$ cat src/common/dtd_map.vh
// constants for the data-transfer opcode decoder
`ifndef DTD_MAP_VH
`define DTD_MAP_VH
// register offsets (plain register port)
`define DTD_REG_CTRL        4'h0
`define DTD_REG_STATUS      4'h1
`define DTD_REG_OPCODE      4'h2
`define DTD_REG_MODRM       4'h3
`define DTD_REG_CLOCKS      4'h4
`define DTD_REG_EXTRA       4'h5
`define DTD_REG_COUNT       4'h6
// control fields
`define DTD_CTRL_EN_BIT     0
`define DTD_CTRL_EXTRA_LSB  1
`define DTD_CTRL_RST        8'h01
// status fields
`define DTD_ST_VALID_BIT    0
`define DTD_ST_ILLEGAL_BIT  1
`define DTD_ST_WORD_BIT     2
`define DTD_ST_MEM_BIT      3
`define DTD_ST_MODRM_BIT    4
`define DTD_ST_WAIT_BIT     5
// opcode bytes
`define DTD_OP_MOV_TO_SEG   8'h8E
`define DTD_OP_MOV_FROM_SEG 8'h8C
`define DTD_OP_TABLE_LOOKUP 8'hD7
`define DTD_OP_LOAD_EFF     8'h8D
`define DTD_OP_FAR_DATA     8'hC5
`define DTD_OP_FAR_EXTRA    8'hC4
`define DTD_OP_FLAGS_TO_ACC 8'h9F
`define DTD_OP_ACC_TO_FLAGS 8'h9E
// mod field value for register operand
`define DTD_MOD_REG         2'b11
// minimum clock counts
`define DTD_CLK_TO_SEG_REG  8'd2
`define DTD_CLK_TO_SEG_MEM  8'd13
`define DTD_CLK_FR_SEG_REG  8'd2
`define DTD_CLK_FR_SEG_MEM  8'd15
`define DTD_CLK_LOOKUP      8'd15
`define DTD_CLK_LOAD_EFF    8'd6
`define DTD_CLK_FAR_PTR     8'd26
`define DTD_CLK_FLAGS_ACC   8'd2
`define DTD_CLK_ACC_FLAGS   8'd3
`define DTD_CLK_ILLEGAL     8'd1
`endif

$ cat src/hw/dtd_opcode_table.v
// combinational lookup of opcode byte and operand byte
`timescale 1ns/1ps
`include "dtd_map.vh"
module dtd_opcode_table (
  // opcode in
  input  wire [7:0] opByte,
  input  wire [7:0] modByte,
  // decode results
  output reg        known,
  output reg        needsModrm,
  output reg        memAccess,
  output reg        illegalForm,
  output reg        isWord,
  output reg  [7:0] minClocks
);
  // register form when mod is 11
  function isRegForm;
    input [7:0] m;
    begin
      isRegForm = (m[7:6] == `DTD_MOD_REG);
    end
  endfunction

  // table decode; unknown bytes report zero clocks
  always @* begin
    known       = 1'b1;
    needsModrm  = 1'b0;
    memAccess   = 1'b0;
    illegalForm = 1'b0;
    isWord      = opByte[0]; // RULE_13
    minClocks   = 8'h00;
    case (opByte)
      `DTD_OP_MOV_TO_SEG: begin
        needsModrm = 1'b1;
        isWord     = 1'b1;
        memAccess  = ~isRegForm(modByte);
        minClocks  = isRegForm(modByte) ? `DTD_CLK_TO_SEG_REG : `DTD_CLK_TO_SEG_MEM; // RULE_01
      end
      `DTD_OP_MOV_FROM_SEG: begin
        needsModrm = 1'b1;
        isWord     = 1'b1;
        memAccess  = ~isRegForm(modByte);
        minClocks  = isRegForm(modByte) ? `DTD_CLK_FR_SEG_REG : `DTD_CLK_FR_SEG_MEM; // RULE_02
      end
      `DTD_OP_TABLE_LOOKUP: begin
        isWord    = 1'b0; // byte result into acc_low_byte
        memAccess = 1'b1;
        minClocks = `DTD_CLK_LOOKUP; // RULE_03
      end
      `DTD_OP_LOAD_EFF: begin
        needsModrm = 1'b1;
        isWord     = 1'b1;
        minClocks  = `DTD_CLK_LOAD_EFF; // RULE_04
      end
      `DTD_OP_FAR_DATA, `DTD_OP_FAR_EXTRA: begin
        needsModrm  = 1'b1;
        isWord      = 1'b1;
        // a refused register form never reaches the bus, so no slack is charged
        memAccess   = ~isRegForm(modByte);
        illegalForm = isRegForm(modByte); // RULE_05 RULE_06
        minClocks   = isRegForm(modByte) ? `DTD_CLK_ILLEGAL : `DTD_CLK_FAR_PTR; // RULE_05 RULE_06
      end
      `DTD_OP_FLAGS_TO_ACC: begin
        isWord    = 1'b0;
        minClocks = `DTD_CLK_FLAGS_ACC; // RULE_07
      end
      `DTD_OP_ACC_TO_FLAGS: begin
        isWord    = 1'b0;
        minClocks = `DTD_CLK_ACC_FLAGS; // RULE_08
      end
      default: begin
        known = 1'b0;
      end
    endcase
  end
endmodule // dtd_opcode_table

$ cat src/hw/dtd_cycle_counter.v
// down counter that times execution-unit busy cycles
`timescale 1ns/1ps
`include "dtd_map.vh"
module dtd_cycle_counter #(
  parameter WIDTH = 8
) (
  // clock and reset
  input  wire             ref_clk,
  input  wire             rst_b,
  // control
  input  wire             load,
  input  wire [WIDTH-1:0] loadValue,
  input  wire             stall,
  // state
  output wire             busy,
  output reg  [WIDTH-1:0] remaining
);
  assign busy = (remaining != {WIDTH{1'b0}});

  // load wins; stall freezes count (wait states or hold)
  always @(posedge ref_clk or negedge rst_b) begin
    if (!rst_b) begin
      remaining <= {WIDTH{1'b0}};
    end else if (load) begin
      remaining <= loadValue;
    end else if (busy && !stall) begin
      remaining <= remaining - {{(WIDTH-1){1'b0}}, 1'b1};
    end
  end
endmodule // dtd_cycle_counter

$ cat src/hw/dtd_decoder.v
// data-transfer opcode decoder: queue in, execution-unit timing out
`timescale 1ns/1ps
`include "dtd_map.vh"
// Function
// RULE_01 - segment load from reg/mem: 2/13 clocks
// RULE_02 - segment store to reg/mem: 2/15 clocks
// RULE_03 - table_lookup_byte replaces acc_low_byte, 15 clocks
// RULE_04 - load_effective_offset, no memory access, 6 clocks
// RULE_05 - load_far_pointer_data_seg memory only, 26 clocks
// RULE_06 - load_far_pointer_extra_seg memory only, 26 clocks
// RULE_07 - flags_to_high_acc takes 2 clocks
// RULE_08 - high_acc_to_flags takes 3 clocks
// RULE_09 - counts assume all bytes already queued
// RULE_10 - wait states or hold lengthen execution
// RULE_11 - memory forms may add one or two clocks
// RULE_12 - jump and call counts include target fetch
// RULE_13 - low width bit selects byte or word; the code fixes width per listed opcode, bit 0 only for others
// RULE_14 - hold execution until all bytes available
module dtd_decoder (
  // clock and reset
  input  wire       ref_clk,
  input  wire       rst_b,
  // prefetch queue side
  input  wire       queueValid,
  input  wire [7:0] queueByte,
  output wire       queueTake,
  // bus conditions from bus_interface_unit
  input  wire       busWait,
  input  wire       busHold,
  // execution unit side
  input  wire       execReady,
  output reg        execStart,
  output reg  [7:0] execOpcode,
  output reg  [7:0] execModrm,
  output reg  [7:0] execClocks,
  output reg        execWord,
  output reg        execIllegal,
  output wire       execBusy,
  // register port
  input  wire [3:0] regAddr,
  input  wire [7:0] regWrData,
  input  wire       regWrite,
  input  wire       regRead,
  output reg  [7:0] regRdData
);
  // states, one-hot
  localparam [3:0] ST_OPCODE = 4'b0001;
  localparam [3:0] ST_MODRM  = 4'b0010;
  localparam [3:0] ST_ISSUE  = 4'b0100;
  localparam [3:0] ST_EXEC   = 4'b1000;

  reg  [3:0] state;       // decode state
  reg  [3:0] next_state;  // next decode state
  reg  [7:0] ctrl;        // software control
  reg  [7:0] opLatch;     // captured opcode
  reg  [7:0] modLatch;    // captured operand byte
  reg  [7:0] issueCount;  // instructions issued
  reg  [7:0] lastClocks;  // clocks charged to last instruction
  reg        lastMem;     // last instruction touched memory
  wire       enable;      // decoder enabled by software
  wire [1:0] extraSlack;  // memory handoff allowance
  wire       tKnown;      // table: opcode recognised
  wire       tNeedsModrm; // table: operand byte follows
  wire       tMem;        // table: memory form
  wire       tIllegal;    // table: invalid mod form
  wire       tWord;       // table: word operand
  wire [7:0] tClocks;     // table: minimum clocks
  wire [7:0] chargeClocks;// clocks with memory slack
  wire       cntBusy;     // counter still running
  wire [7:0] cntLeft;     // counter remaining
  wire       loadCnt;     // start counter

  assign enable     = ctrl[`DTD_CTRL_EN_BIT];
  assign extraSlack = ctrl[`DTD_CTRL_EXTRA_LSB+1:`DTD_CTRL_EXTRA_LSB];

  // decode runs on the captured bytes; operand byte is zero until taken
  dtd_opcode_table uTable (
    .opByte      (opLatch),
    .modByte     (modLatch),
    .known       (tKnown),
    .needsModrm  (tNeedsModrm),
    .memAccess   (tMem),
    .illegalForm (tIllegal),
    .isWord      (tWord),
    .minClocks   (tClocks)
  );

  // memory forms may be charged one or two extra handoff clocks
  assign chargeClocks = tMem ? (tClocks + {6'h00, extraSlack}) : tClocks; // RULE_11

  // counter stalls while bus waits or hold is granted
  dtd_cycle_counter #(.WIDTH(8)) uCount (
    .ref_clk   (ref_clk),
    .rst_b     (rst_b),
    .load      (loadCnt),
    .loadValue (chargeClocks),
    .stall     (busWait | busHold), // RULE_10
    .busy      (cntBusy),
    .remaining (cntLeft)
  );

  assign loadCnt  = (state == ST_ISSUE) && execReady;
  assign execBusy = cntBusy || (state != ST_OPCODE);

  // bytes are consumed only when present; absence stalls decode
  // a single-byte opcode must not swallow the next opcode as its operand
  assign queueTake = queueValid && enable &&
                     ((state == ST_OPCODE) ||
                      (state == ST_MODRM && tNeedsModrm)); // RULE_14 RULE_09

  // next-state logic
  always @* begin
    next_state = state;
    case (state)
      ST_OPCODE: begin
        if (queueTake) begin
          next_state = ST_MODRM;
        end
      end
      ST_MODRM: begin
        // single-byte opcodes skip the operand byte
        if (!tNeedsModrm) begin
          next_state = ST_ISSUE;
        end else if (queueTake) begin
          next_state = ST_ISSUE; // RULE_14
        end
      end
      ST_ISSUE: begin
        if (execReady) begin
          next_state = ST_EXEC;
        end
      end
      ST_EXEC: begin
        // count covers the whole minimum; a branch target fetch
        // would be folded into the loaded count as well
        if (cntLeft <= 8'h01 && !(busWait | busHold)) begin
          next_state = ST_OPCODE; // RULE_12
        end
      end
      default: begin
        next_state = ST_OPCODE;
      end
    endcase
  end

  // state register
  always @(posedge ref_clk or negedge rst_b) begin
    if (!rst_b) begin
      state <= ST_OPCODE;
    end else begin
      state <= next_state;
    end
  end

  // capture of opcode and operand byte
  always @(posedge ref_clk or negedge rst_b) begin
    if (!rst_b) begin
      opLatch  <= 8'h00;
      modLatch <= 8'h00;
    end else if (queueTake && state == ST_OPCODE) begin
      opLatch  <= queueByte;
      modLatch <= 8'h00;
    end else if (queueTake && state == ST_MODRM) begin
      modLatch <= queueByte;
    end
  end

  // execution-unit outputs, held stable until next issue; execStart pulses for one cycle
  always @(posedge ref_clk or negedge rst_b) begin
    if (!rst_b) begin
      execStart   <= 1'b0;
      execOpcode  <= 8'h00;
      execModrm   <= 8'h00;
      execClocks  <= 8'h00;
      execWord    <= 1'b0;
      execIllegal <= 1'b0;
    end else begin
      execStart <= loadCnt;
      if (loadCnt) begin
        execOpcode  <= opLatch;
        execModrm   <= modLatch;
        execClocks  <= chargeClocks; // RULE_01 RULE_02 RULE_03 RULE_04
        execWord    <= tWord; // RULE_13
        execIllegal <= tIllegal | ~tKnown; // RULE_05 RULE_06
      end
    end
  end

  // statistics visible to software
  always @(posedge ref_clk or negedge rst_b) begin
    if (!rst_b) begin
      issueCount <= 8'h00;
      lastClocks <= 8'h00;
      lastMem    <= 1'b0;
    end else if (loadCnt) begin
      issueCount <= issueCount + 8'h01;
      lastClocks <= chargeClocks; // RULE_07 RULE_08
      lastMem    <= tMem;
    end
  end

  // control register write
  always @(posedge ref_clk or negedge rst_b) begin
    if (!rst_b) begin
      ctrl <= `DTD_CTRL_RST;
    end else if (regWrite && regAddr == `DTD_REG_CTRL) begin
      // slack above two is clipped; only 0..2 are meaningful
      ctrl <= {5'h00, (regWrData[2:1] == 2'b11) ? 2'b10 : regWrData[2:1], regWrData[0]};
    end
  end

  // read data, one cycle after the read strobe; unmapped reads zero
  always @(posedge ref_clk or negedge rst_b) begin
    if (!rst_b) begin
      regRdData <= 8'h00;
    end else if (regRead) begin
      case (regAddr)
        `DTD_REG_CTRL:   regRdData <= ctrl;
        `DTD_REG_STATUS: regRdData <= {2'b00, (state == ST_MODRM && !queueValid),
                                       (state == ST_ISSUE || state == ST_MODRM),
                                       lastMem, execWord, execIllegal, execBusy};
        `DTD_REG_OPCODE: regRdData <= execOpcode;
        `DTD_REG_MODRM:  regRdData <= execModrm;
        `DTD_REG_CLOCKS: regRdData <= lastClocks;
        `DTD_REG_EXTRA:  regRdData <= {6'h00, extraSlack};
        `DTD_REG_COUNT:  regRdData <= issueCount;
        default:         regRdData <= 8'h00;
      endcase
    end else begin
      regRdData <= 8'h00;
    end
  end
endmodule // dtd_decoder

$ cat config.mk
export PLATFORM = sky130hd
export DESIGN_NAME = dtd_decoder
export DESIGN_NICKNAME = d
export VERILOG_FILES = /design/src/hw/dtd_opcode_table.v /design/src/hw/dtd_cycle_counter.v /design/src/hw/dtd_decoder.v
export VERILOG_INCLUDE_DIRS = /design/src /design/src/common
export SDC_FILE = /design/constraint.sdc
export NUM_CORES = 1
export LEC_CHECK = 0
export ABC_AREA = 1
export BUFFER_PORTS_ARGS = -buffer_cell sky130_fd_sc_hd__buf_4
export CAP_MARGIN = 20
export CORE_MARGIN = 3
export CORE_UTILIZATION = 53
export CTS_CLUSTER_DIAMETER = 120
export DETAILED_ROUTE_END_ITERATION = 8
export MAX_ROUTING_LAYER = met4
export PLACE_DENSITY = 0.87
export SLEW_MARGIN = 20
export SYNTH_ARGS = -nofsm -noshare
export SYNTH_HDL_FRONTEND = slang
export SYNTH_SLANG_ARGS = --single-unit
$ cat constraint.sdc
create_clock -name ref_clk -period 2.1 [get_ports ref_clk]
set_input_delay 0.42 -clock ref_clk [delete_from_list [all_inputs] [get_ports ref_clk]]
set_output_delay 0.42 -clock ref_clk [all_outputs]
set_load 0.1 [all_outputs]
# Yosys cells after proc, flatten, opt, wreduce, memory -nomap -nowiden
# Index checks and enable logic that the tools add are counted.
# word_totals
out_inout_bits	37
reg_bits	75
input_bits	28
# classes
order_cmp	1
mux	23
n_eq_ne	25
n_bitwise	4
reduce_logical	25
addsub	3
# ops
cell	count
8-bit one-hot mux with 7 select lines	2
8-bit equality test (second input constant)	8
8-bit 2-to-1 mux	6
4-bit 2-to-1 mux	7
4-bit by 3-bit equality test with 1-bit output (second input constant)	4
4-bit one-hot mux with 4 select lines	1
4-bit by 2-bit equality test with 1-bit output (second input constant)	3
1-bit logical AND	10
8-bit by 1-bit adder with 8-bit output (second input constant)	1
8-bit by 2-bit adder with 8-bit output	1
4-bit by 1-bit equality test with 1-bit output (second input constant)	2
8-bit by 1-bit less-or-equal comparator with 1-bit output (second input constant)	1
8-bit nonzero test	1
8-bit OR reduction	1
8-bit by 1-bit subtractor with 8-bit output (second input constant)	1
2-bit inequality test (second input constant)	3
5-bit 2-to-1 mux	1
5-bit OR reduction	1
2-bit equality test (second input constant)	2
4-bit equality test (second input constant)	1
4-bit logical NOT	1
4-bit by 1-bit inequality test with 1-bit output (second input constant)	1
1-bit one-hot mux with 2 select lines	2
4-bit AND reduction	1
11 further kinds	19

# Logic depth before layout (Yosys ltp)
# Gate-level depths: netlist of run 1.
# logic_depth
word_depth	9
ltp_mapped	13

# By module
# From an unflattened synthesis of run 1, not the netlist that was laid out.
# unflattened
hier_cells	585
area_unflattened_um2	4347.9
# modules_own_cells
module	area_each_um2	instances	seq_area_each_um2	cells_each
dtd_decoder	3434.5	1	1679.1	426
dtd_cycle_counter	591.8	1	200.2	86
dtd_opcode_table	321.6	1	0.0	73

# Worst setup path after synthesis of run 1
# Ideal clock, no wire load.
# synth_path
kind	register to output
startpoint	register state[0]
endpoint	output queueTake
n_path_buf	1
t_arrival_ns	1.965
setup_slack_ns	-0.285
path_stages_with_launch	8
path_cell_list	dfstp_2 -> inv_1 -> nor3_2 -> bufinv_16 -> nand2_2 -> nand2_4 -> buf_12 -> inv_1
# synth_between
elab_chain_cells	4
# synth_lines
item	line_no	source
start: declaration	dtd_decoder.v:52	reg [3:0] state;
start signal: assignment	dtd_decoder.v:151	state <= next_state;
4-bit by 2-bit equality test with 1-bit output	dtd_decoder.v:109	(state == ST_MODRM && tNeedsModrm));
1-bit logical AND	dtd_decoder.v:109	
1-bit logical OR *	dtd_decoder.v:108	((state == ST_OPCODE) ||
1-bit logical AND *	dtd_decoder.v:107	assign queueTake = queueValid && enable &&
end: declaration	dtd_decoder.v:26	output wire queueTake,
# Mark *: on every way between the ends. The rest lies on a longest branch, timed or not.

# Final worst setup path of run 1
# layout_path
startpoint	register opLatch[1]
endpoint	output queueTake
# layout_between
elab_chain_cells	6
# layout_lines
item	line_no	source
start: declaration	dtd_decoder.v:55	reg [7:0] opLatch;
start signal: assignment	dtd_decoder.v:161	opLatch <= queueByte;
8-bit equality test (on tied branches)	-	
5-bit OR reduction (no line) *	-	
1-bit 2-to-1 mux *	dtd_opcode_table.v:32	case (opByte)
1-bit logical AND *	dtd_decoder.v:109	
1-bit logical OR *	dtd_decoder.v:108	
1-bit logical AND *	dtd_decoder.v:107	
# Marked as above.

==> impl_metrics.json, run 1 <==
{
  "status": "complete, but fails checks",
  "violations": "setup timing",
  "start_util": 0.551,
  "drtIter0Drc": 269,
  "synth.distinct_cells": 40,
  "rr_worst_depth": 12,
  "path_max_fanout": 7,
  "io_pins": 65,
  "yosysTopAreaCell": "dfrtp_1",
  "gr-usage-all-layers": 0.258,
  "skew_ns": 0.0109,
  "cp.arrival_ns": 1.91,
  "cts_tree": "built",
  "cp-start-kind": "register",
  "tightestPinTransition_ns": 0.538,
  "path_clk_slew_ns": 0.08,
  "viasPerCell": 5.65,
  "fin_cells": 661,
  "avgSynthCellArea_um2": 8.18,
  "gr-total-overflow": 0,
  "grt_util_met1": 0.322,
  "cts-root-buf": "clkbuf_8",
  "syn_inst": 460,
  "wire_per_inst_um": 16.7,
  "place_ws_ns": -0.0471,
  "fp.coreArea_mm2": 0.00683,
  "ctsHoldBuffers": 0,
  "ys_seq_area_frac": 0.486,
  "crit_type": "reg2out",
  "post-place-cells": 620,
  "vias": 3734,
  "hold_path.class": "in2async",
  "end_kind": "output port",
  "drc": 0,
  "numCtsBuffers": 9,
  "place_hpwl_um": 7270,
  "rows": 30,
  "regToRegEndpoint": "lastClocks[4]",
  "cts_buffer_depth": 2,
  "drive_gt1_frac": 0.329,
  "grt_use_met3": 0.0525,
  "synth.area.top_cells": "dfrtp_1 (47%), nand2_1 (9.7%), inv_1 (7.0%)",
  "drt_pre_antenna_iters": 5,
  "htreeDepth": 3,
  "die_x_um": 90.3,
  "synth_most_common_cell": "nand2_1",
  "num-fill-cells": 472,
  "cp.required_ns": 1.68,
  "final-seq-area_mm2": 0.00183,
  "cts.sinks": 73,
  "place_congestion": 0.936,
  "grt_pass1_vias": 3435,
  "num-nets-final": 594,
  "slew_headroom": 0.641,
  "rrSetupSlack_ns": -0.21,
  "cp_common_cell": "nand2_4",
  "drt-total-wl_um": 11100,
  "ir_drop_mv": 1.19,
  "synthArstFlopShare": 1.00,
  "grt_first_pass_wirelength_um": 16300,
  "die_y_um": 90.3,
  "setup_violations": 9,
  "max_freq_mhz": 430,
  "hold_ws_ns": 0.0392,
  "yosysTopAreaCellShare": 0.472,
  "drv_slew": 0,
  "die_area_mm2": 0.00815,
  "critPathSlowestCell": "dfrtp_2",
  "diodes": 0,
  "max_stage_delay_ns": 0.48,
  "r2r_start": "opLatch[3]",
  "cp_cell_sequence": "inv_2 > nand2_4 > nor2_4 > nand2_2 > nand4_4 > nand2_2 > nand2_4 > nand2_4 > clkinvlp_4 > buf_12",
  "ys_top_cells_by_count": "nand2_1 (97), dfrtp_1 (71), inv_1 (70)",
  "synth_flop_cell": "dfrtp_1",
  "cpLargestDelayFamily": "simple AND/OR/NAND/NOR gates",
  "antenna_left": 0,
  "rsz0062_at_grt": "yes",
  "drv_cap": 0,
  "grt_max_degree": 42,
  "syn_area_mm2": 0.00376,
  "powerDensity_mw_per_mm2": 1540,
  "grt_most_used_layer": "met2",
  "numPortBuffers": 57,
  "hold_viol": 0,
  "min_period_over_period": 1.11,
  "area_delta_synth_final_pct": 32.8,
  "clock_latency_ns": 0.36,
  "worst_slack_ns": -0.228,
  "multi_input_area_mm2": 0.00179,
  "use_met2": 0.411,
  "cp_num_buf_inv": 3,
  "total_leakage_power_nw": 2.55,
  "ys_seq_elements": 73,
  "antenna_found_initial": 0,
  "synth-edff-count": 0,
  "yosysWarnings": 0,
  "finalCriticalPeriod_ns": 2.33
}
==> layout make-up <==
cell class              instances  area share
inverters                      73      0.0609
clock buffers                  13      0.0318
well taps                      96      0.0240
clock inverters                 3     0.00351
flip-flops and latches         73       0.367
repair buffers                 98       0.156
multi-input cells             305       0.357
==> flip-flops by register name (all words and copies together), names as in the netlist <==
name              flops
lastMem               1
regRdData             8
execModrm             8
lastClocks            6
execIllegal           1
ctrl                  3
state                 4
execOpcode            8
uCount.remaining      8
execStart             1
issueCount            8
modLatch              8
opLatch               8
execWord              1
==> metrics by stage <==
stage	total power, W	utilization	TNS [ns]	area [µm²]
3_5_place_dp	0.00616	0.642	-0.0695	4390
4_1_cts	0.00731	0.689	-0.120	4710
3_3_place_gp	0.00607	0.642	0	4390
6_report	0.00771	0.731	-1.47	5000
2_1_floorplan	0.00517	-	0	3780
5_1_grt	0.00804	0.731	-2.08	5000
==> timing repair <==
action                     4_1_cts  5_1_grt
setup buffers                    9       18
setup endpoints to repair        4       10
cloned                           0        0
gates resized for setup         25       45
pin swaps                        7       18
==> power breakdown <==
| group | leakage [nW] | internal, W | switching, W |
|---|---|---|---|
| clock | 0.0894 | 0.000491 | 0.000530 |
| sequential | 0.886 | 0.00193 | 0.000441 |
| combinational | 1.58 | 0.00121 | 0.00311 |
==> kinds of logic after synthesis <==
| kind of cell | share of synthesized area |
|---|---|
| flops | 0.486 |
| mux | 0.00599 |
| other cells | 0.000997 |
| compound gates | 0.139 |
| fa+ha+maj | 0.0219 |
| xor+xnor | 0.0186 |
| simple gates | 0.229 |
| buf+inv | 0.0981 |
==> worst register-to-register path, cell delays in order (launching register included) <==
cell	delay (ns)
dfrtp_2	0.45
inv_1	0.12
nand2_1	0.15
nor2_2	0.08
nand3_4	0.10
nand2_2	0.10
a31oi_4	0.18
nand4_1	0.19
fa_2	0.41
o21ai_0	0.12
nand2_1	0.13
nand2_2	0.08
o21ai_0	0.09
==> worst max-delay path by stage <==
stage	endpoint	cells after the start	slack, ns	start
finish	queueTake	10	-0.23	opLatch[1]
global route	queueTake	10	-0.30	opLatch[1]
CTS	queueTake	10	-0.12	opLatch[4]
detailed placement	lastClocks[4]	13	-0.05	opLatch[1]
global placement	uCount.remaining[4]	12	0.009	opLatch[2]
floorplan	queueTake	7	0.02	state[0]
==> placed cells by master, fill, tap and decap left out, types with 2 or more instances in the layout <==
master      count
nand3_2         2
inv_2          10
clkinv_2        2
mux2_2          2
ha_4            2
nor2_1         42
clkbuf_8       11
ha_1            3
dfrtp_2         3
nand3_4         3
o22ai_1        11
nand2_2        14
nor2_4          5
buf_12          3
nor3_2          3
clkbuf_1        2
o21ai_1         2
a31oi_1         4
clkinvlp_4      2
inv_1          61
dfrtp_1        68
xor2_1          6
nand2_1        81
o21ai_2         8
nand3_1        19
nand4_1         7
dfstp_2         2
conb_1          2
o21ai_0        39
a21oi_1        18
xnor2_1         2
nand2_4         8
a211oi_1        2
nor2_2          5
buf_4          94
nor3_1          4
==> metal layers <==
metal  vias up  wire (µm)
met4         0        471
met3        56        806
met1      1773       4290
li1       1684          -
met5         -          0
met2       221       5480
(Power assumes the default switching activity.)
==> inputs of run 2 (changes only) <==
--- a/config.mk
+++ b/config.mk
@@ -15,6 +15,7 @@
 export DETAILED_ROUTE_END_ITERATION = 8
 export MAX_ROUTING_LAYER = met4
 export PLACE_DENSITY = 0.87
+export SKIP_CTS_REPAIR_TIMING = 1
 export SLEW_MARGIN = 20
 export SYNTH_ARGS = -nofsm -noshare
 export SYNTH_HDL_FRONTEND = slang
==> run 2 against run 1 <==
Against the previous run:
- the run still ends with setup timing left
- critical path type is now reg2reg
- worst hold slack better by 0.0086 ns
- clock-buffer cell count is the same
- worst setup slack improved by 0.044 ns
- largest power group unchanged
- sequential share of layout area grew 1.7 points
- utilization is 3.3 points lower
- cell count down 2.4%
- largest cell class unchanged
==> impl_metrics.json, run 2 (synthesis results as in run 1) <==
{
  "clock_latency_ns": 0.35,
  "end_kind": "register",
  "min_period_over_period": 1.09,
  "viasPerCell": 5.42,
  "cts_buffer_depth": 2,
  "finalCriticalPeriod_ns": 2.28,
  "gr-total-overflow": 0,
  "powerDensity_mw_per_mm2": 1550,
  "total_leakage_power_nw": 2.46,
  "cts-root-buf": "clkbuf_8",
  "num-fill-cells": 527,
  "io_pins": 65,
  "hold_path.class": "in2async",
  "antenna_left": 0,
  "path_clk_slew_ns": 0.08,
  "post-place-cells": 620,
  "grt_use_met3": 0.0517,
  "drv_cap": 0,
  "drt_pre_antenna_iters": 5,
  "hold_viol": 0,
  "max_freq_mhz": 438,
  "final.setup.tns_ns": -1.17,
  "diodes": 0,
  "cp.required_ns": 2.37,
  "vias": 3495,
  "place_hpwl_um": 7270,
  "num-nets-final": 578,
  "tightestPinTransition_ns": 0.541,
  "final_cell_mix": "nand2_1 (88), buf_4 (78), dfrtp_1 (68)",
  "status": "complete, but fails checks",
  "crit_type": "reg2reg",
  "htreeDepth": 3,
  "die_x_um": 90.3,
  "grt_most_used_layer": "met2",
  "ir_drop_mv": 1.07,
  "rsz0062_at_grt": "yes",
  "die_area_mm2": 0.00815,
  "numPortBuffers": 57,
  "drt-total-wl_um": 9740,
  "grt_first_pass_wirelength_um": 15700,
  "multi_input_area_mm2": 0.00169,
  "drtIter0Drc": 268,
  "grt_pass1_vias": 3287,
  "grt_max_degree": 42,
  "skew_ns": 0.00998,
  "gr-usage-all-layers": 0.249,
  "rows": 30,
  "cts_tree": "built",
  "drive_gt1_frac": 0.284,
  "setup_violations": 9,
  "cts.sinks": 73,
  "place_congestion": 0.936,
  "cp.arrival_ns": 2.55,
  "drc": 0,
  "layout_commonest_cell": "nand2_1",
  "final-seq-area_mm2": 0.00183,
  "cp-start-kind": "register",
  "die_y_um": 90.3,
  "antenna_found_initial": 0,
  "fp.coreArea_mm2": 0.00683,
  "start_util": 0.551,
  "drv_slew": 0,
  "fin_cells": 645,
  "wire_per_inst_um": 15.1,
  "worst_slack_ns": -0.184,
  "violations": "setup timing",
  "numCtsBuffers": 9,
  "use_met2": 0.395,
  "area_delta_synth_final_pct": 26.9,
  "grt_util_met1": 0.316,
  "slew_headroom": 0.639,
  "path_max_fanout": 7
}
## run 2: cell types whose count changed in the layout (fill, tap and decap cells not counted), sizes merged
cell  previous run  this run
buf             98        82
## run 2: cell type report
cell class              count  area share
clock buffers              13      0.0333
flip-flops and latches     73       0.384
inverters                  73      0.0637
repair buffers             82       0.137
multi-input cells         305       0.354
well taps                  96      0.0252
clock inverters             3     0.00367
## run 2: metrics by stage
step	worst slack, ns	cell area [µm²]	util	hold slack (ns)	total power, W
global route	-0.263	4770	0.699	0.0828	0.00777
CTS	-0.316	4560	0.668	0.0627	0.00717
floorplan	0.0233	3780	-	0.124	0.00517
global placement	0.00937	4390	0.642	0.435	0.00607
detailed placement	-0.0471	4390	0.642	0.440	0.00616
finish	-0.184	4770	0.699	0.0477	0.00741
## run 2: worst paths after layout
| check | start | end | slack (ns) | cells past startpoint |
|---|---|---|---|---|
| min in group ref_clk | regRead | regRdData[6] | 0.28 | 3 |
| max in group asynchronous | rst_b | opLatch[1] | 1.50 | 2 |
| worst max register to register | opLatch[1] | uCount.remaining[3] | -0.18 | 14 |
| worst min-delay path | rst_b | uCount.remaining[7] | 0.05 | 1 |
| worst max-delay path | opLatch[1] | uCount.remaining[3] | -0.18 | 14 |
| worst min register to register | uCount.remaining[6] | uCount.remaining[6] | 0.48 | 1 |
## run 2: per-layer routing
layer	vias to the layer above	wire, µm
li1	1654	-
met1	1656	4120
met2	149	4700
met5	-	0
met3	36	556
met4	0	365
## run 2: where the power goes
group / switching [W] / internal [W] / total (W) / leakage, nW
Sequential: 0.000430 / 0.00193 / 0.00236 / 0.885
Clock: 0.000527 / 0.000491 / 0.00102 / 0.0894
Combinational: 0.00295 / 0.00108 / 0.00403 / 1.49
Total: 0.00391 / 0.00350 / 0.00741 / 2.46
## run 2: worst max-delay path, stage by stage (launching register included)
cell     delay, ns
dfrtp_2       0.48
inv_2         0.06
nand2_2       0.08
nor2_2        0.05
nand2_2       0.08
buf_4         0.12
nand2_1       0.05
a31oi_1       0.20
nand4_1       0.23
ha_1          0.36
nand2_1       0.08
inv_1         0.04
o21ai_1       0.12
nand3_1       0.12
a21oi_1       0.13
